File: src/afc_regs.svh
// register map, field positions, reset values and timing counts of the flow controller
`ifndef AFC_REGS_SVH
`define AFC_REGS_SVH

// byte offsets on the register bus
`define AUTO_FLOW_CONTROL_CONFIG_OFS 12'h02c
`define AFC_PTIME_OFS 12'h100
`define AFC_STAT_OFS 12'h104

// configuration register fields and reset
`define AUTO_FLOW_CONTROL_CONFIG_W 24
`define AUTO_FLOW_CONTROL_CONFIG_RST 24'h000000
`define FLOW_HIGH_THRESHOLD_LSB 16
`define FLOW_LOW_THRESHOLD_LSB 8
`define AFC_DUR_LSB 4
`define AFC_MCAST_BIT 3
`define AFC_BCAST_BIT 2
`define AFC_OWN_BIT 1
`define AFC_ANY_BIT 0

// pause time register reset
`define AFC_PTIME_RST 16'h0000

// status register fields
`define AFC_STAT_PAUSED_BIT 16
`define AFC_STAT_JAM_BIT 17
`define AFC_STAT_HI_BIT 18

// threshold granularity as a shift: 64 bytes
`define AFC_TH_SHIFT 6

// timing: clock period, jam base unit, extra time at 10 Mbps
`define AFC_CLK_NS 10
`define AFC_BP_UNIT_NS 5000
`define AFC_BP_SLOW_EXTRA_NS 2200
`define AFC_BP_UNIT_CYCLES ((`AFC_BP_UNIT_NS + `AFC_CLK_NS - 1) / `AFC_CLK_NS)
`define AFC_BP_SLOW_EXTRA_CYCLES ((`AFC_BP_SLOW_EXTRA_NS + `AFC_CLK_NS - 1) / `AFC_CLK_NS)

`endif

File: src/afc_pkg.sv
// types and shared functions of the flow controller
package afc_pkg;

   // one-hot full-duplex pause sequencer states
   typedef enum logic [3:0] {
      FC_IDLE = 4'b0001,
      FC_PAUSE_PEND = 4'b0010,
      FC_PAUSED = 4'b0100,
      FC_RESUME_PEND = 4'b1000
   } afc_state_e;

   // receive-side frame events from the MAC
   typedef struct packed {
      logic preamble;
      logic addr_done;
      logic mcast;
      logic bcast;
      logic own_match;
   } afc_rx_evt_s;

   // receive fifo write and drain events
   typedef struct packed {
      logic commit;
      logic [15:0] commit_len;
      logic drain;
      logic [15:0] drain_bytes;
   } afc_fifo_evt_s;

   // pause request toward the MAC transmitter
   typedef struct packed {
      logic req;
      logic [15:0] pause_time;
   } afc_pause_s;

   // jam duration in 5 us units for a duration code
   function automatic logic [6:0] afc_unit_mult(input logic [3:0] code);
      logic [6:0] m;
      m = 7'd0;
      case (code)
         4'h0: m = 7'd1;
         4'h1: m = 7'd2;
         4'h2: m = 7'd3;
         4'h3: m = 7'd5;
         default: m = 7'({3'b000, code} - 7'd3) * 7'd10;
      endcase
      return m;
   endfunction : afc_unit_mult

endpackage : afc_pkg

File: src/afc_bp_timer.sv
// back-pressure duration timer, restartable
`timescale 1ns/10ps
`default_nettype none
module afc_bp_timer import afc_pkg::*; #(
   parameter logic [11:0] UNIT_CYCLES = 12'd500,
   parameter logic [11:0] SLOW_EXTRA_CYCLES = 12'd220
) (
   input wire logic clk_i,
   input wire logic rst_i,
   input wire logic start_i,
   input wire logic [3:0] code_i,
   input wire logic slow_i,
   output logic busy_o
);

   logic [11:0] ext_cnt;
   logic [11:0] pre_cnt;
   logic [6:0] units_left;

   // extra 10 Mbps time first, then whole 5 us units
   always_ff @(posedge clk_i or posedge rst_i) begin
      if (rst_i) begin
         ext_cnt <= 12'h000;
         pre_cnt <= 12'h000;
         units_left <= 7'h00;
      end else if (start_i) begin
         ext_cnt <= slow_i ? SLOW_EXTRA_CYCLES : 12'h000;
         units_left <= afc_unit_mult(code_i);
         pre_cnt <= UNIT_CYCLES - 12'h001;
      end else if (ext_cnt != 12'h000) begin
         ext_cnt <= ext_cnt - 12'h001;
      end else if (units_left != 7'h00) begin
         if (pre_cnt == 12'h000) begin
            pre_cnt <= UNIT_CYCLES - 12'h001;
            units_left <= units_left - 7'h01;
         end else begin
            pre_cnt <= pre_cnt - 12'h001;
         end
      end
   end

   // expiry ends the jam on its own
   assign busy_o = (ext_cnt != 12'h000) | (units_left != 7'h00);

endmodule : afc_bp_timer
`default_nettype wire

File: src/afc_flow_ctrl.sv
// receive fifo automatic flow control with apb register slave
`timescale 1ns/10ps
`default_nettype none
`include "afc_regs.svh"
module afc_flow_ctrl import afc_pkg::*; #(
   parameter logic [11:0] BP_UNIT_CYCLES = 12'(`AFC_BP_UNIT_CYCLES),
   parameter logic [11:0] BP_SLOW_EXTRA_CYCLES = 12'(`AFC_BP_SLOW_EXTRA_CYCLES)
) (
   input wire logic CLK_I,
   input wire logic SYS_RST_I,
   input wire logic PSEL_I,
   input wire logic PENABLE_I,
   input wire logic PWRITE_I,
   input wire logic [11:0] PADDR_I,
   input wire logic [31:0] PWDATA_I,
   input wire logic [3:0] PSTRB_I,
   output var logic [31:0] PRDATA_O,
   output var logic PREADY_O,
   output var logic PSLVERR_O,
   input wire logic FULL_DUPLEX_I,
   input wire logic SPEED_100_I,
   input wire logic TX_ENABLE_I,
   input wire afc_fifo_evt_s FIFO_EVT_I,
   input wire afc_rx_evt_s RX_EVT_I,
   input wire logic PAUSE_ACK_I,
   output var afc_pause_s PAUSE_O,
   output var logic JAM_O
);

   // round a frame length up to a whole dword
   function automatic logic [15:0] rnd_dword(input logic [15:0] len);
      logic [16:0] s;
      s = {1'b0, len} + 17'h00003;
      return {s[15:2], 2'b00};
   endfunction : rnd_dword

   // threshold field to a byte level
   function automatic logic [15:0] th_bytes(input logic [7:0] th);
      return {2'b00, th, 6'h00};
   endfunction : th_bytes

   // merge write data under byte strobes
   function automatic logic [31:0] apply_strb(input logic [31:0] old, input logic [31:0] wd,
                                              input logic [3:0] strb);
      logic [31:0] r;
      r = old;
      for (int i = 0; i < 4; i++) begin
         if (strb[i]) begin
            r[8*i +: 8] = wd[8*i +: 8];
         end
      end
      return r;
   endfunction : apply_strb

   logic [`AUTO_FLOW_CONTROL_CONFIG_W-1:0] cfg;
   logic [15:0] pause_time_value;
   logic [15:0] rx_fifo_used_bytes;
   afc_state_e state;
   afc_state_e next_state;
   logic bp_busy;

   // configuration fields
   wire [7:0] flow_high_threshold = cfg[`FLOW_HIGH_THRESHOLD_LSB +: 8];
   wire [7:0] flow_low_threshold = cfg[`FLOW_LOW_THRESHOLD_LSB +: 8];
   wire [3:0] jam_duration_select = cfg[`AFC_DUR_LSB +: 4];
   wire jam_on_multicast_en = cfg[`AFC_MCAST_BIT];
   wire jam_on_broadcast_en = cfg[`AFC_BCAST_BIT];
   wire jam_on_own_address_en = cfg[`AFC_OWN_BIT];
   wire flow_on_any_frame_en = cfg[`AFC_ANY_BIT];

   // threshold compares; a zero high threshold means always reached
   wire hi_reached = rx_fifo_used_bytes >= th_bytes(flow_high_threshold);
   wire lo_below = rx_fifo_used_bytes < th_bytes(flow_low_threshold);

   // apb phase and address decode
   wire apb_setup = PSEL_I & ~PENABLE_I;
   wire apb_xfer = PSEL_I & PENABLE_I & PREADY_O;
   wire hit_cfg = (PADDR_I == `AUTO_FLOW_CONTROL_CONFIG_OFS);
   wire hit_ptime = (PADDR_I == `AFC_PTIME_OFS);
   wire hit_stat = (PADDR_I == `AFC_STAT_OFS);
   wire hit_any = hit_cfg | hit_ptime | hit_stat;
   wire wr_cfg = apb_xfer & PWRITE_I & hit_cfg;
   wire wr_ptime = apb_xfer & PWRITE_I & hit_ptime;
   wire [31:0] cfg_word = {8'h00, cfg};
   wire [31:0] ptime_word = {16'h0000, pause_time_value};
   wire paused_flag = (state == FC_PAUSED) | (state == FC_RESUME_PEND);
   wire [31:0] stat_word = {13'h0000, hi_reached, JAM_O, paused_flag, rx_fifo_used_bytes};
   wire [31:0] rd_mux = hit_cfg ? cfg_word :
                        hit_ptime ? ptime_word :
                        hit_stat ? stat_word : 32'h00000000;
   wire [31:0] cfg_merged = apply_strb(cfg_word, PWDATA_I, PSTRB_I);
   wire [31:0] ptime_merged = apply_strb(ptime_word, PWDATA_I, PSTRB_I);

   // one wait-free access phase: answer prepared in the setup cycle
   always_ff @(posedge CLK_I or posedge SYS_RST_I) begin
      if (SYS_RST_I) begin
         PREADY_O <= 1'b0;
         PSLVERR_O <= 1'b0;
         PRDATA_O <= 32'h00000000;
      end else begin
         PREADY_O <= apb_setup;
         PSLVERR_O <= apb_setup & ~hit_any;
         PRDATA_O <= (apb_setup & ~PWRITE_I) ? rd_mux : 32'h00000000;
      end
   end

   // software registers, written only at the completing edge
   always_ff @(posedge CLK_I or posedge SYS_RST_I) begin
      if (SYS_RST_I) begin
         cfg <= `AUTO_FLOW_CONTROL_CONFIG_RST;
         pause_time_value <= `AFC_PTIME_RST;
      end else begin
         if (wr_cfg) begin
            cfg <= cfg_merged[`AUTO_FLOW_CONTROL_CONFIG_W-1:0];
         end
         if (wr_ptime) begin
            pause_time_value <= ptime_merged[15:0];
         end
      end
   end

   // fill level: add rounded frame length, subtract drained bytes, clamp both ends
   wire [15:0] add_bytes = FIFO_EVT_I.commit ? rnd_dword(FIFO_EVT_I.commit_len) : 16'h0000;
   wire [15:0] sub_bytes = FIFO_EVT_I.drain ? FIFO_EVT_I.drain_bytes : 16'h0000;
   wire [16:0] lvl_sum = {1'b0, rx_fifo_used_bytes} + {1'b0, add_bytes};
   wire [15:0] lvl_sat = lvl_sum[16] ? 16'hffff : lvl_sum[15:0];
   wire [15:0] next_level = (lvl_sat > sub_bytes) ? (lvl_sat - sub_bytes) : 16'h0000;

   always_ff @(posedge CLK_I or posedge SYS_RST_I) begin
      if (SYS_RST_I) begin
         rx_fifo_used_bytes <= 16'h0000;
      end else begin
         rx_fifo_used_bytes <= next_level;
      end
   end

   // full duplex needs only the any-frame enable; class bits are ignored there
   wire fd_active = FULL_DUPLEX_I & flow_on_any_frame_en;
   wire pause_taken = PAUSE_O.req & PAUSE_ACK_I;

   // pause sequencer: one pause per crossing, resume only from paused
   always_comb begin
      next_state = state;
      case (state)
         FC_IDLE: begin
            if (fd_active & hi_reached) begin
               next_state = FC_PAUSE_PEND;
            end
         end
         FC_PAUSE_PEND: begin
            if (pause_taken) begin
               next_state = FC_PAUSED;
            end else if (~fd_active) begin
               next_state = FC_IDLE;
            end
         end
         FC_PAUSED: begin
            if (fd_active & lo_below) begin
               next_state = FC_RESUME_PEND;
            end
         end
         FC_RESUME_PEND: begin
            if (pause_taken) begin
               next_state = FC_IDLE;
            end
         end
         default: next_state = FC_IDLE;
      endcase
   end

   // request held until the MAC queues it; muted while the transmitter is off
   wire next_req = ((next_state == FC_PAUSE_PEND) | (next_state == FC_RESUME_PEND))
                   & TX_ENABLE_I;
   wire [15:0] next_ptime = (next_state == FC_RESUME_PEND) ? 16'h0000 : pause_time_value;

   always_ff @(posedge CLK_I or posedge SYS_RST_I) begin
      if (SYS_RST_I) begin
         state <= FC_IDLE;
         PAUSE_O <= '0;
      end else begin
         state <= next_state;
         PAUSE_O.req <= next_req;
         PAUSE_O.pause_time <= next_ptime;
      end
   end

   // half duplex frame classing; any-frame acts on preamble, no address decode
   wire hd_active = ~FULL_DUPLEX_I & TX_ENABLE_I;
   wire class_hit = (jam_on_multicast_en & RX_EVT_I.mcast)
                  | (jam_on_broadcast_en & RX_EVT_I.bcast)
                  | (jam_on_own_address_en & RX_EVT_I.own_match);
   wire frame_hit = flow_on_any_frame_en ? RX_EVT_I.preamble
                                         : (RX_EVT_I.addr_done & class_hit);
   wire bp_start = hd_active & hi_reached & frame_hit;

   afc_bp_timer #(
      .UNIT_CYCLES(BP_UNIT_CYCLES),
      .SLOW_EXTRA_CYCLES(BP_SLOW_EXTRA_CYCLES)
   ) u_bp_timer (
      .clk_i(CLK_I),
      .rst_i(SYS_RST_I),
      .start_i(bp_start),
      .code_i(jam_duration_select),
      .slow_i(~SPEED_100_I),
      .busy_o(bp_busy)
   );

   // jam output registered; dropping duplex or transmitter cuts it one cycle later
   always_ff @(posedge CLK_I or posedge SYS_RST_I) begin
      if (SYS_RST_I) begin
         JAM_O <= 1'b0;
      end else begin
         JAM_O <= bp_busy & hd_active;
      end
   end

   // checking helpers: busy length since last start and its expected value
   logic [16:0] bp_cnt;
   logic [16:0] bp_exp;
   always_ff @(posedge CLK_I or posedge SYS_RST_I) begin
      if (SYS_RST_I) begin
         bp_cnt <= 17'h00000;
         bp_exp <= 17'h00000;
      end else if (bp_start) begin
         bp_cnt <= 17'h00000;
         bp_exp <= (SPEED_100_I ? 17'h00000 : 17'(BP_SLOW_EXTRA_CYCLES))
                   + 17'(afc_unit_mult(jam_duration_select)) * 17'(BP_UNIT_CYCLES);
      end else if (bp_busy) begin
         bp_cnt <= bp_cnt + 17'h00001;
      end
   end
endmodule : afc_flow_ctrl
`default_nettype wire

File: config.mk
export PLATFORM = sky130hd
export DESIGN_NAME = afc_flow_ctrl
export DESIGN_NICKNAME = d
export VERILOG_FILES = /design/src/afc_pkg.sv /design/src/afc_bp_timer.sv /design/src/afc_flow_ctrl.sv
export VERILOG_INCLUDE_DIRS = /design/src
export SDC_FILE = /design/constraint.sdc
export NUM_CORES = 1
export LEC_CHECK = 0
export BUFFER_PORTS_ARGS = -buffer_cell sky130_fd_sc_hd__buf_2
export CORE_AREA = 2 2 121 182
export CTS_CLUSTER_SIZE = 20
export DETAILED_ROUTE_END_ITERATION = 12
export DIE_AREA = 0 0 123 184
export GPL_ROUTABILITY_DRIVEN = 0
export GPL_TIMING_DRIVEN = 0
export PLACE_DENSITY_LB_ADDON = 0.1
export SKIP_CTS_REPAIR_TIMING = 1
export SYNTH_ARGS = -nofsm -noshare
export SYNTH_HDL_FRONTEND = slang
export SYNTH_HIERARCHICAL = 1
export SYNTH_SLANG_ARGS = --single-unit
export TNS_END_PERCENT = 100
File: constraint.sdc
create_clock -name CLK_I -period 10.96 [get_ports CLK_I]
set_clock_uncertainty 0.2 [all_clocks]
set_input_delay 1.644 -clock CLK_I [delete_from_list [all_inputs] [get_ports CLK_I]]
set_output_delay 1.644 -clock CLK_I [all_outputs]
set_load 0.03 [all_outputs]
* Word level (Yosys, flattened, before mapping) *
Index checks and enable logic that the tools add are counted.

operators by class
  multiplexer cells = 28
  equal/unequal tests = 13
  reductions and logical operators = 14
  $add $sub $neg = 7
  order comparisons = 3
  $mul = 1
  bitwise gates (word level) = 32

operators by type and width
  cell                                                                     number
  16-bit 2-to-1 mux                                                        5
  12-bit 2-to-1 mux                                                        6
  24-bit 2-to-1 mux                                                        2
  19-bit 2-to-1 mux                                                        2
  7-bit 2-to-1 mux                                                         4
  7-bit one-hot mux with 4 select lines                                    1
  12-bit by 9-bit equality test with 1-bit output (second input constant)  2
  12-bit by 1-bit subtractor with 12-bit output (second input constant)    2
  1-bit AND                                                                21
  4-bit 2-to-1 mux                                                         5
  16-bit by 16-bit adder with 17-bit output                                1
  16-bit by 2-bit adder with 16-bit output (second input constant)         1
  4-bit by 2-bit equality test with 1-bit output (second input constant)   4
  16-bit by 14-bit >= comparator with 1-bit output                         1
  16-bit greater-than comparator                                           1
  16-bit by 14-bit < comparator with 1-bit output                          1
  4-bit one-hot mux with 4 select lines                                    1
  16-bit subtractor                                                        1
  12-bit by 6-bit equality test with 1-bit output (second input constant)  1
  12-bit logical NOT                                                       1
  2-bit AND reduction                                                      6
  12-bit nonzero test                                                      1
  4-bit by 1-bit equality test with 1-bit output (second input constant)   2
  4-bit equality test (second input constant)                              2
  other kinds (13)                                                         24

word-level totals
  bits in registers = 135
  output and inout port bits = 52
  word-level logic and storage cells = 114
  input port bits = 96

* Longest topological paths before layout *
Gate-level depths: netlist of run 1.

  depth after elaboration = 8
  gate-level depth with buffers = 23
  depth with buffers taken out = 22

* Hierarchy *
Netlist of run 1, hierarchy kept.

by module, submodules not included
  module         sequential area each (um^2)  cells an instance  area an instance (um^2)  times used
  afc_flow_ctrl  2603.7                       646                6303.5                   1
  afc_bp_timer   775.7                        218                2001.9                   1

* Least setup slack after synthesis of run 1 *
Ideal clock, no wire load.

  kind = input-to-reg
  from = input FIFO_EVT_I[18] (netlist bit)
  to = register rx_fifo_used_bytes[12]
  path buffers = 3
  required time = 10641 ps
  slack = 4572 ps
  arrival time = 6069 ps
  library setup time = 119 ps
  cell stages on the path = 23
  cell sequence = o211a_1 -> nand4_1 -> nor3_1 -> nand2_1 -> xnor2_1 -> and2_1 -> ha_1 -> o21ai_0 -> nand2b_1 -> a21oi_1 -> nor2b_1 -> o21ai_1 -> clkbuf_1 -> nand2_1 -> ha_1 -> clkbuf_1 -> a21o_1 -> a311o_1 -> a31oi_1 -> a21oi_1 -> o2bb2ai_2 -> buf_4 -> nor2_1

on the way
  longest elaborated chain between the ends = 6
  elaborated cells between the ends (all ways) = 7
  classes of those cells = add/sub (3); order compare (1); mux (3)

RTL lines
  item                                                                        line                  RTL
  from (decl)                                                                 afc_flow_ctrl.sv:23   input wire afc_fifo_evt_s FIFO_EVT_I,
  16-bit by 2-bit adder with 16-bit output *                                  afc_flow_ctrl.sv:33   s = {1'b0, len} + 17'h00003;
  16-bit 2-to-1 mux *                                                         afc_flow_ctrl.sv:123  wire [15:0] add_bytes = FIFO_EVT_I.commit ? rnd_dword(FIFO_EVT_I.commit_len) : 16'h0000;
  16-bit by 16-bit adder with 17-bit output *                                 afc_flow_ctrl.sv:125  wire [16:0] lvl_sum = {1'b0, rx_fifo_used_bytes} + {1'b0, add_bytes};
  16-bit 2-to-1 mux *                                                         afc_flow_ctrl.sv:126  wire [15:0] lvl_sat = lvl_sum[16] ? 16'hffff : lvl_sum[15:0];
  16-bit subtractor / 16-bit greater-than comparator (equally long branches)  afc_flow_ctrl.sv:127  wire [15:0] next_level = (lvl_sat > sub_bytes) ? (lvl_sat - sub_bytes) : 16'h0000;
  16-bit 2-to-1 mux *                                                         afc_flow_ctrl.sv:127
  net next_level[12]                                                          afc_flow_ctrl.sv:127
  to (signal assigned)                                                        afc_flow_ctrl.sv:133  rx_fifo_used_bytes <= next_level;
  to (decl)                                                                   afc_flow_ctrl.sv:57   logic [15:0] rx_fifo_used_bytes;

The timed path passes the listed nets; every way through them passes the cells marked *.
A chain may end at the register's enable or synchronous reset.

* Worst setup path in the final report of run 1 *
  from = input FIFO_EVT_I[18] (netlist bit)
  to = register rx_fifo_used_bytes[11]

Same word-level chain as after synthesis.

==> out/qor.tcl, run 1 <==
set qor(run_status) {complete, no violations}
set qor(clkSlewWorstSetupHoldPaths_ns) 0.06
set qor(timing.final.max_slew_violations) 0
set qor(critical_path_startpoint_category) {input pin}
set qor(crit-reg2reg-launch) {rx_fifo_used_bytes[2]}
set qor(grt_start_max_net_pins) 67
set qor(drt-pass1-iter-count) 6
set qor(fin_nets) 1179
set qor(dpl_worst_slack_ns) 2.837
set qor(root_buffer) {sky130_fd_sc_hd__clkbuf_16}
set qor(grt_pass1_wl_mm) 36.62
set qor(met3_track_demand_over_resource_in_global_routing_pct) 3.226
set qor(grt_use_met2_pct) 40.62
set qor(seq_area_um2) 3379
set qor(wl_mm) 23.35
set qor(grt_pass1_vias) 7035
set qor(tritoncts) {done}
set qor(wire_per_inst_um) 17.91
set qor(critical_path.slowest_cell) {sky130_fd_sc_hd__nor3_1}
set qor(critPathRequiredTime_ns) 11.06
set qor(tightestPinTransition_ns) 0.8958
set qor(total_leakage_power_nw) 4.868
set qor(rr_endpoint) {rx_fifo_used_bytes[11]}
set qor(critical_path_depth) 24
set qor(n_fill_cell) 2065
set qor(grt_antenna_before_repair) 1
set qor(grt_setup_unrepaired) {no}
set qor(final-hold-violation-count) 0
set qor(die_y_um) 184
set qor(setup_viol_count_final) 0
set qor(worst_hold_path_type) {flop to flop}
set qor(synth-warning-count) 6
set qor(effective_utilization_at_floorplan_pct) 39.58
set qor(synth_area_per_cell_um2) 9.613
set qor(power_per_cell_area_nw_per_um2) 196.3
set qor(criticalPathCategory) {input pin to flop}
set qor(avgViaCountPerCell) 5.263
set qor(cts_inserted_buffers) 17
set qor(clock_latency_ns) 0.42
set qor(postSynth.asyncResetShare_pct) 100.0
set qor(synth.yosys.seq_area_share_pct) 40.69
set qor(rrSetupSlack_ns) 5.42
set qor(grt_usage_pct) 21.29
set qor(mostFrequentLayoutCells) {sky130_fd_sc_hd__buf_2, sky130_fd_sc_hd__dfrtp_1, sky130_fd_sc_hd__nand2_1}
set qor(h-tree-depth) 4
set qor(finalCriticalPeriod_ns) 7.567
set qor(hpwl_mm) 18.51
set qor(floorplan.die_area_um2) 22630
set qor(postSynthRegisterBits) 135
set qor(min_period_over_period_pct) 69.04
set qor(detail-route-antenna-nets) 0
set qor(worst_path_largest_cell_delay_ns) 0.74
set qor(core.rowCount) 65
set qor(ir_worst_vdd_mv) 0.1570
set qor(cp-startpoint) {FIFO_EVT_I[18]}
set qor(max_freq_ghz) 0.1322
set qor(drive_gt1_share_pct) 22.22
set qor(number_of_cell_instances_on_the_worst_register_to_register_path) 18
set qor(floorplan.die.width_um) 123
set qor(timing.max_slew.rel_slack_pct) 39.82
set qor(clockBufferDepth) 2
set qor(top_ff_cell_synth) {sky130_fd_sc_hd__dfrtp_1}
set qor(synthCells) 864
set qor(coreArea_um2) 20980
set qor(synth_enable_flop_cells) 0
set qor(syn-cell-area_um2) 8305
set qor(worstSetupEndpoint) {rx_fifo_used_bytes[11]}
set qor(drt_first_iter_violations) 381
set qor(cells_traversed_along_the_worst_timing_path) {buf_2 -> o211a_1 -> nand4_1 -> nor3_1 -> nand2_1 -> xnor2_1 -> and2_1 -> ha_1 -> o21ai_0 -> nand2b_1 -> a21oi_1 -> nor2b_1 -> o21ai_1 -> clkbuf_1 -> nand2_1 -> ha_1 -> clkbuf_1 -> a21o_1 -> a311o_1 -> a31oi_1 -> a21oi_1 -> o2bb2ai_2 -> buf_4 -> nor2_1}
set qor(multi_input_area_um2) 4531
set qor(total_negative_slack_for_setup_checks_ns) 0
set qor(grt-busiest-layer) {met2}
set qor(via_count) 6863
set qor(timing.critical_path.arrival_ns) 7.67
set qor(cp_max_fo) 10
set qor(crit_path_end_kind) {flop}
set qor(critPathTopFamily) {compound AO/OA/AOI/OAI gates}
set qor(grtUsageMet1_pct) 23.07
set qor(cts.sink_count) 135
set qor(layout-area-overhead-vs-synth_pct) 21.08
set qor(io_pins) 148
set qor(postLayoutSetupSlackWorst_ns) 3.393
set qor(worst-path-buf-inv) 4
set qor(detail_route.drc_violations) 0
set qor(layout.cells.most_common) {sky130_fd_sc_hd__buf_2}
set qor(unique_masters_post_synth) 78
set qor(port_buffer_count) 130
set qor(global_route.overflow_total) 0
set qor(max_cap_viol_count) 0
## layout make-up
class                   count  share of cell area, %
inverters                  45                  1.705
flip-flops and latches    135                  33.61
well taps                 268                  3.335
plain buffers              45                  2.513
multi-input cells         646                  45.05
repair buffers            132                  6.868
clock inverters            12                  2.451
diodes                      1                0.02488
clock buffers              20                  4.442
## stage by stage
step / cell area [um^2] / power (mW) / hold slack, ns / utilization, % / std cells
global route: 10060 / 2.109 / 0.3158 / 47.92 / 1304
global placement: 9318 / 1.299 / 0.2728 / 44.41 / 1269
CTS: 10030 / 1.989 / 0.2932 / 47.82 / 1302
detailed placement: 9340 / 1.303 / 0.2859 / 44.51 / 1270
finish: 10060 / 1.973 / 0.2910 / 47.92 / 1304
floorplan: 8332 / 1.112 / 0.2532 / - / 871
## routing by layer
| layer | part of all wire, % | wire (um) |
|---|---|---|
| met5 | 0 | 0 |
| met4 | 2.4 | 561 |
| met3 | 3.9 | 901 |
| met2 | 56 | 13100 |
| met1 | 38 | 8793 |
## logic make-up after synthesis
| family | count (synthesis) | share of synthesized area, % |
|---|---|---|
| buffers and inverters | 90 | 5.077 |
| xor gates and xnor gates | 49 | 5.167 |
| DFF | 135 | 40.69 |
| and+or+nand+nor | 309 | 19.42 |
| other | 1 | 0.04515 |
| adders and majority gates | 61 | 9.461 |
| muxes | 31 | 4.866 |
| AOI/OAI and AO/OA | 188 | 15.28 |
## where the power goes
part           internal (mW)  switching [mW]  total, mW
logic                  0.290           0.422      0.713
clock network          0.457           0.223      0.680
registers              0.533          0.0483      0.581
## flip-flops by register name, summed over array words and instances (netlist names)
name and flops:
PRDATA_O 24, cfg 24, PAUSE_O 17, pause_time_value 16
rx_fifo_used_bytes 16, u_bp_timer/ext_cnt 12, u_bp_timer/pre_cnt 12, u_bp_timer/units_left 7
state 4, JAM_O 1, PREADY_O 1, PSLVERR_O 1
## cells in the mapped netlist, types with 5 or more instances
cell type | count | share of area (%)
sky130_fd_sc_hd__a31oi_1 | 14 | 1.1
sky130_fd_sc_hd__xor2_1 | 19 | 2.0
sky130_fd_sc_hd__nand3_1 | 14 | 0.84
sky130_fd_sc_hd__nor2b_1 | 9 | 0.68
sky130_fd_sc_hd__buf_4 | 9 | 0.81
sky130_fd_sc_hd__nand4_1 | 8 | 0.60
sky130_fd_sc_hd__or3_1 | 9 | 0.68
sky130_fd_sc_hd__nand2b_1 | 9 | 0.68
sky130_fd_sc_hd__a222oi_1 | 17 | 2.0
sky130_fd_sc_hd__dfrtp_1 | 134 | 40
sky130_fd_sc_hd__nand2_1 | 84 | 3.8
sky130_fd_sc_hd__xnor2_1 | 30 | 3.2
sky130_fd_sc_hd__and3_1 | 6 | 0.45
sky130_fd_sc_hd__ha_1 | 58 | 8.7
sky130_fd_sc_hd__clkbuf_1 | 23 | 1.0
sky130_fd_sc_hd__and2_1 | 30 | 2.3
sky130_fd_sc_hd__mux2_2 | 11 | 1.5
sky130_fd_sc_hd__nor2_1 | 72 | 3.3
sky130_fd_sc_hd__a21o_1 | 10 | 0.90
sky130_fd_sc_hd__mux2_4 | 16 | 2.9
sky130_fd_sc_hd__nor3_1 | 18 | 1.1
sky130_fd_sc_hd__o211ai_1 | 9 | 0.81
sky130_fd_sc_hd__buf_2 | 8 | 0.48
sky130_fd_sc_hd__nor4_1 | 18 | 1.4
sky130_fd_sc_hd__a21oi_1 | 46 | 2.8
sky130_fd_sc_hd__o21ai_0 | 45 | 2.7
sky130_fd_sc_hd__a211oi_1 | 6 | 0.54
sky130_fd_sc_hd__o21a_1 | 5 | 0.45
sky130_fd_sc_hd__inv_1 | 45 | 2.0
## worst min-delay path by stage
stage,to,start,cells past startpoint
after floorplan,u_bp_timer/pre_cnt[0],u_bp_timer/pre_cnt[0],1
final,u_bp_timer/pre_cnt[0],u_bp_timer/pre_cnt[0],1
after global placement,u_bp_timer/pre_cnt[0],u_bp_timer/pre_cnt[0],1
after CTS,u_bp_timer/pre_cnt[0],u_bp_timer/pre_cnt[0],1
after detailed placement,u_bp_timer/pre_cnt[0],u_bp_timer/pre_cnt[0],1
after global routing,u_bp_timer/pre_cnt[0],u_bp_timer/pre_cnt[0],1
Note: power is estimated with default switching activity, not from simulation.
==> run 2, diff against run 1 <==
--- a/config.mk
+++ b/config.mk
@@ -6,11 +6,12 @@
 export SDC_FILE = /design/constraint.sdc
 export NUM_CORES = 1
 export LEC_CHECK = 0
+export ABC_AREA = 1
 export BUFFER_PORTS_ARGS = -buffer_cell sky130_fd_sc_hd__buf_2
-export CORE_AREA = 2 2 121 182
+export CORE_AREA = 2 2 125 188
 export CTS_CLUSTER_SIZE = 20
 export DETAILED_ROUTE_END_ITERATION = 12
-export DIE_AREA = 0 0 123 184
+export DIE_AREA = 0 0 127 190
 export GPL_ROUTABILITY_DRIVEN = 0
 export GPL_TIMING_DRIVEN = 0
 export PLACE_DENSITY_LB_ADDON = 0.1
==> constraint.sdc (replaced) <==
create_clock -name CLK_I -period 6.2 [get_ports CLK_I]
set_clock_uncertainty 0.2 [all_clocks]
set_input_delay 0.93 -clock CLK_I [delete_from_list [all_inputs] [get_ports CLK_I]]
set_output_delay 0.93 -clock CLK_I [all_outputs]
set_load 0.03 [all_outputs]
==> run 2 against run 1 <==
Cell area is 4.4% higher. Global-route usage is 0.32 points higher. Clock-buffer cell count stayed put. Sequential cell count stayed put. Critical path type unchanged. Largest power group unchanged. Highest routed layer unchanged.
==> out/qor.tcl, run 2 <==
set qor(total_negative_slack_for_setup_checks_ns) 0
set qor(grt_pass1_wl_mm) 40.75
set qor(clock_latency_ns) 0.43
set qor(rr_endpoint) {rx_fifo_used_bytes[12]}
set qor(max_cap_viol_count) 0
set qor(critPathRequiredTime_ns) 6.31
set qor(cp_max_fo) 10
set qor(min_period_over_period_pct) 86.24
set qor(effective_utilization_at_floorplan_pct) 39.18
set qor(unique_masters_post_synth) 48
set qor(drt-pass1-iter-count) 6
set qor(power_per_cell_area_nw_per_um2) 344.3
set qor(destination_of_the_worst_hold_path) {cfg[19]}
set qor(mostFrequentLayoutCells) {sky130_fd_sc_hd__nand2_1, sky130_fd_sc_hd__inv_1, sky130_fd_sc_hd__nor2_1}
set qor(total_leakage_power_nw) 5.392
set qor(drive_gt1_share_pct) 17.21
set qor(final-hold-violation-count) 0
set qor(timing.critical_path.arrival_ns) 5.45
set qor(grt_antenna_before_repair) 0
set qor(detail_route.drc_violations) 0
set qor(layout.cells.most_common) {sky130_fd_sc_hd__nand2_1}
set qor(avgViaCountPerCell) 4.919
set qor(fin_nets) 1515
set qor(top_ff_cell_synth) {sky130_fd_sc_hd__dfrtp_1}
set qor(clockBufferDepth) 2
set qor(setup_viol_count_final) 0
set qor(worst_hold_path_type) {flop to flop}
set qor(grt_start_max_net_pins) 64
set qor(drt_first_iter_violations) 337
set qor(postSynthRegisterBits) 135
set qor(tightestPinTransition_ns) 0.7495
set qor(io_pins) 148
set qor(run_status) {complete, no violations}
set qor(timing.final.max_slew_violations) 0
set qor(final_area_um2) 10500
set qor(clkSlewWorstSetupHoldPaths_ns) 0.06
set qor(layout-area-overhead-vs-synth_pct) 18.44
set qor(die_y_um) 190
set qor(cts_inserted_buffers) 17
set qor(hold_path_depth) 2
set qor(root_buffer) {sky130_fd_sc_hd__clkbuf_16}
set qor(synth_top_cells_by_area) {sky130_fd_sc_hd__dfrtp_1, sky130_fd_sc_hd__nand2_1, sky130_fd_sc_hd__ha_1}
set qor(wire_per_inst_um) 15.25
set qor(numPlacedInstances) 1619
set qor(number_of_cell_instances_on_the_worst_register_to_register_path) 19
set qor(cp-startpoint) {FIFO_EVT_I[17]}
set qor(finalCriticalPeriod_ns) 5.347
set qor(critical_path_startpoint_category) {input pin}
set qor(dpl-instance-area_um2) 9920
set qor(criticalPathCategory) {input pin to flop}
set qor(synthMostInstantiatedCell) {sky130_fd_sc_hd__nand2_1}
set qor(crit_path_end_kind) {flop}
set qor(dpl_worst_slack_ns) 0.3525
set qor(max_freq_ghz) 0.1870
set qor(detail-route-antenna-nets) 0
set qor(floorplan.die_area_um2) 24130
set qor(most_area_hungry_cell_type_in_the_yosys_netlist) {sky130_fd_sc_hd__dfrtp_1}
set qor(syn-cell-area_um2) 8867
set qor(rrSetupSlack_ns) 1.84
set qor(synthCells) 1202
set qor(ir_worst_vdd_mv) 0.2852
set qor(timing.max_slew.rel_slack_pct) 49.33
set qor(global_route.overflow_total) 0
set qor(tritoncts) {done}
set qor(coreArea_um2) 22630
set qor(crit-reg2reg-launch) {rx_fifo_used_bytes[2]}
set qor(grt_usage_pct) 21.61
set qor(synth.top_cell.area_share_pct) 37.82
set qor(port_buffer_count) 129
set qor(postSynth.asyncResetShare_pct) 100.0
set qor(final_cell_count_no_fill) 1651
set qor(grt_setup_unrepaired) {no}
set qor(via_count) 8122
set qor(postLayoutSetupSlackWorst_ns) 0.8530
set qor(grt_pass1_vias) 8242
set qor(synth_area_per_cell_um2) 7.377
set qor(layout.core_utilization_pct) 46.41
set qor(synth.yosys.seq_area_share_pct) 38.11
set qor(wl_mm) 25.18
set qor(n_antenna_cell) 0
set qor(n_fill_cell) 2323
set qor(hold_path_startpoint) {cfg[19]}
set qor(power_mw) 3.616
set qor(synth-warning-count) 6
set qor(hpwl_mm) 20.64
set qor(h-tree-depth) 4
set qor(core.rowCount) 68
set qor(cts.sink_count) 135
set qor(layout_top_registers) {PRDATA_O x24, cfg x24, PAUSE_O x17}
set qor(floorplan.die.width_um) 127
set qor(final.hold.worst_slack_ns) 0.2848
set qor(ys_top_cells_by_count) {sky130_fd_sc_hd__nand2_1, sky130_fd_sc_hd__inv_1, sky130_fd_sc_hd__nor2_1, sky130_fd_sc_hd__dfrtp_1, sky130_fd_sc_hd__o21ai_0}
set qor(synth_enable_flop_cells) 0
-- run 2: kinds of logic (layout without fill, tap and decap cells) --
family,count (synthesis),count (layout),synth area share [%]
other,1,8,0.04229
adder cells (fa/ha/maj),61,61,8.861
buffers and inverters,199,361,9.327
XOR/XNOR,26,26,2.568
AO/OA/AOI/OAI,188,188,12.01
flip-flops,135,135,38.11
AND/OR/NAND/NOR,592,592,29.08
-- run 2: worst max-delay path by stage --
stage / endpoint / depth (start not counted)
after floorplan: rx_fifo_used_bytes[12] / 26
after global placement: rx_fifo_used_bytes[12] / 27
after detailed placement: rx_fifo_used_bytes[12] / 27
after CTS: rx_fifo_used_bytes[12] / 27
after global routing: rx_fifo_used_bytes[4] / 27
final: rx_fifo_used_bytes[12] / 27
-- run 2: layout make-up --
class                      count  area (um^2)  area share [%]
multi-input combinational    875         4687           44.63
sequential                   135         3379           32.18
timing repair buffer         130        673.1           6.409
inverter                     168        646.9           6.159
clock buffer                  20        456.7           4.348
tap                          280        350.3           3.336
buffer                        31        182.7           1.739
clock inverter                12        126.4           1.203
-- run 2: critical path: stages --
cell and delay (ns):
sky130_fd_sc_hd__buf_2 0.11, sky130_fd_sc_hd__nor2_1 0.04, sky130_fd_sc_hd__nor2_1 0.15, sky130_fd_sc_hd__nand2_1 0.12, sky130_fd_sc_hd__nor2_1 0.20, sky130_fd_sc_hd__nand2_1 0.11
sky130_fd_sc_hd__nor2_1 0.24, sky130_fd_sc_hd__nor2_1 0.09, sky130_fd_sc_hd__nor3_1 0.25, sky130_fd_sc_hd__ha_1 0.34, sky130_fd_sc_hd__nand2_1 0.09, sky130_fd_sc_hd__nand2_1 0.09
sky130_fd_sc_hd__a21oi_1 0.26, sky130_fd_sc_hd__nor3_1 0.14, sky130_fd_sc_hd__nor2_2 0.32, sky130_fd_sc_hd__buf_4 0.25, sky130_fd_sc_hd__nand2_1 0.11, sky130_fd_sc_hd__fa_1 0.46
sky130_fd_sc_hd__nand2_1 0.08, sky130_fd_sc_hd__nand2_1 0.05, sky130_fd_sc_hd__o21ai_1 0.16, sky130_fd_sc_hd__o21ai_1 0.22, sky130_fd_sc_hd__nand2_1 0.10, sky130_fd_sc_hd__nand2_1 0.06
sky130_fd_sc_hd__nand2_2 0.15, sky130_fd_sc_hd__buf_2 0.24, sky130_fd_sc_hd__nor2_1 0.08
-- run 2: report_power, final --
part,internal [mW],switching (mW)
registers,0.987,0.120
logic,0.571,0.938
clock network,0.611,0.389
-- run 2: per-layer routing --
| layer | share of wire (%) | global-route usage [%] |
|---|---|---|
| met5 | 0 | 0 |
| met4 | 4.3 | 10.86 |
| met3 | 2.2 | 2.728 |
| met2 | 56 | 42.33 |
| met1 | 38 | 22.09 |
==> run 3, diff against run 2 <==
--- a/config.mk
+++ b/config.mk
@@ -13,7 +13,6 @@
 export DETAILED_ROUTE_END_ITERATION = 12
 export DIE_AREA = 0 0 127 190
 export GPL_ROUTABILITY_DRIVEN = 0
-export GPL_TIMING_DRIVEN = 0
 export PLACE_DENSITY_LB_ADDON = 0.1
 export SKIP_CTS_REPAIR_TIMING = 1
 export SYNTH_ARGS = -nofsm -noshare
==> constraint.sdc (replaced) <==
create_clock -name CLK_I -period 5.9 [get_ports CLK_I]
set_clock_uncertainty 0.2 [all_clocks]
set_input_delay 0.885 -clock CLK_I [delete_from_list [all_inputs] [get_ports CLK_I]]
set_output_delay 0.885 -clock CLK_I [all_outputs]
set_load 0.03 [all_outputs]
==> run 3 against run 2 <==
Hold slack about the same. Critical path type unchanged. Clock power up 5%. Largest cell class unchanged. Utilization down 0.60 points. Cell area down 1.3%.
==> out/qor.tcl, run 3 (same netlist as run 2, synthesis figures left out) <==
set qor(cts_inserted_buffers) 17
set qor(tightestPinTransition_ns) 1.086
set qor(final_cell_count_no_fill) 1629
set qor(drt_first_iter_violations) 386
set qor(drive_gt1_share_pct) 16.46
set qor(layout_top_registers) {PRDATA_O x24, cfg x24, PAUSE_O x17}
set qor(floorplan.die.width_um) 127
set qor(fin_nets) 1493
set qor(port_buffer_count) 130
set qor(core.rowCount) 68
set qor(grtUsageMet1_pct) 22.04
set qor(io_pins) 148
set qor(met3_track_demand_over_resource_in_global_routing_pct) 2.953
set qor(multi_input_area_um2) 4693
set qor(hold_path_depth) 2
set qor(layout.cells.most_common) {sky130_fd_sc_hd__nand2_1}
set qor(h-tree-depth) 4
set qor(power_per_cell_area_nw_per_um2) 366.6
set qor(clkSlewWorstSetupHoldPaths_ns) 0.05
set qor(critical_path.most_common_cell) {sky130_fd_sc_hd__nand2_1}
set qor(drt-pass1-iter-count) 5
set qor(detail-route-antenna-nets) 0
set qor(effective_utilization_at_floorplan_pct) 39.18
set qor(grt_use_met2_pct) 41.87
set qor(critical_path_depth) 26
set qor(setup_viol_count_final) 0
set qor(power_mw) 3.800
set qor(seq_area_um2) 3379
set qor(finalCriticalPeriod_ns) 5.067
set qor(grt_start_max_net_pins) 59
set qor(mostFrequentLayoutCells) {sky130_fd_sc_hd__nand2_1, sky130_fd_sc_hd__inv_1, sky130_fd_sc_hd__nor2_1}
set qor(hpwl_mm) 19.93
set qor(worst_path_largest_cell_delay_ns) 0.47
set qor(detail_route.drc_violations) 0
set qor(min_period_over_period_pct) 85.88
set qor(switching_power_mw) 1.509
set qor(switching_share_pct) 39.70
set qor(n_fill_cell) 2355
set qor(critPathRequiredTime_ns) 5.99
set qor(timing.final.max_slew_violations) 0
set qor(timing.max_slew.rel_slack_pct) 27.40
set qor(cp_max_fo) 16
set qor(wire_per_inst_um) 15.32
set qor(power_frac_comb_pct) 41.7
set qor(floorplan.die_area_um2) 24130
set qor(critPathTopFamily) {simple AND/OR/NAND/NOR gates}
set qor(grt-busiest-layer) {met2}
set qor(clock_latency_ns) 0.43
set qor(final.hold.worst_slack_ns) 0.2847
set qor(n_antenna_cell) 0
set qor(grt_pass1_vias) 8065
set qor(ir_worst_vdd_mv) 0.2704
set qor(p_clk_share_pct) 27.7
set qor(cts.sink_count) 135
set qor(grt_pass1_wl_mm) 40.07
set qor(numPlacedInstances) 1597
set qor(coreArea_um2) 22630
set qor(critical_path_startpoint_category) {input pin}
set qor(worst_hold_path_type) {flop to flop}
set qor(timing.critical_path.arrival_ns) 5.16
set qor(run_status) {complete, no violations}
set qor(clockBufferDepth) 2
set qor(grt_usage_pct) 21.33
set qor(max_cap_viol_count) 0
set qor(cellInternalPower_mw) 2.292
set qor(criticalPathCategory) {input pin to flop}
set qor(critical_path.slowest_cell) {sky130_fd_sc_hd__fa_1}
set qor(total_negative_slack_for_setup_checks_ns) 0
set qor(total_leakage_power_nw) 5.313
set qor(seqPwrFrac_pct) 30.7
set qor(root_buffer) {sky130_fd_sc_hd__clkbuf_16}
set qor(wl_mm) 24.96
set qor(global_route.overflow_total) 0
set qor(grt_antenna_before_repair) 0
set qor(worst-path-buf-inv) 3
set qor(number_of_cell_instances_on_the_worst_register_to_register_path) 18
set qor(tritoncts) {done}
set qor(avgViaCountPerCell) 4.947
set qor(grt_setup_unrepaired) {no}
set qor(layout-area-overhead-vs-synth_pct) 16.90
set qor(die_y_um) 190
set qor(max_freq_ghz) 0.1974
set qor(crit_path_end_kind) {flop}
set qor(final-hold-violation-count) 0
set qor(via_count) 8059
run 3: cell type report:
type | instances | area share, %
Timing Repair Buffer | 139 | 6.928
Sequential cell | 135 | 32.60
Tap cell | 280 | 3.380
Clock buffer | 23 | 4.611
Multi-Input combinational cell | 875 | 45.27
Inverter | 168 | 6.240
Clock inverter | 9 | 0.9656
run 3: worst paths after layout:
path,endpoint,from,slack [ns]
max,rx_fifo_used_bytes[12],FIFO_EVT_I[17],0.83
min,cfg[19],cfg[19],0.28
max reg2reg,rx_fifo_used_bytes[12],rx_fifo_used_bytes[2],1.82
min reg2reg,cfg[19],cfg[19],0.28
max in group asynchronous,rx_fifo_used_bytes[3],SYS_RST_I,4.00
min in group asynchronous,u_bp_timer/pre_cnt[10],SYS_RST_I,0.37
run 3: power by group through the flow:
stage	Sequential, mW	Clock, mW	Combinational, mW
floorplan	1.13	0	1.22
global placement	1.18	0	1.58
detailed placement	1.19	0	1.59
CTS	1.17	1.07	1.60
global route	1.18	1.11	1.82
finish	1.17	1.05	1.58
run 3: layer usage:
| layer | vias to the layer above | routed length (um) |
|---|---|---|
| met1 | 3759 | 9448 |
| met3 | 42 | 633 |
| met4 | 0 | 867 |
| li1 | 4112 | - |
| met5 | - | 0 |
| met2 | 146 | 14010 |
run 3: worst reg2reg max path: cells and delay by family (launching register included):
kind            cells  cell delay, ns
simple gates       11            1.27
fa+ha+maj           3            1.14
compound gates      3            0.71
flops               1            0.42
buf+inv             1            0.22
run 3: stage by stage:
step | util, % | area, um^2 | worst slack, ns
floorplan | - | 8894 | 1.361
global placement | 43.25 | 9788 | 0.4888
detailed placement | 43.25 | 9788 | 0.4244
CTS | 45.80 | 10370 | 0.8709
global route | 45.80 | 10370 | 0.4758
finish | 45.80 | 10370 | 0.8333
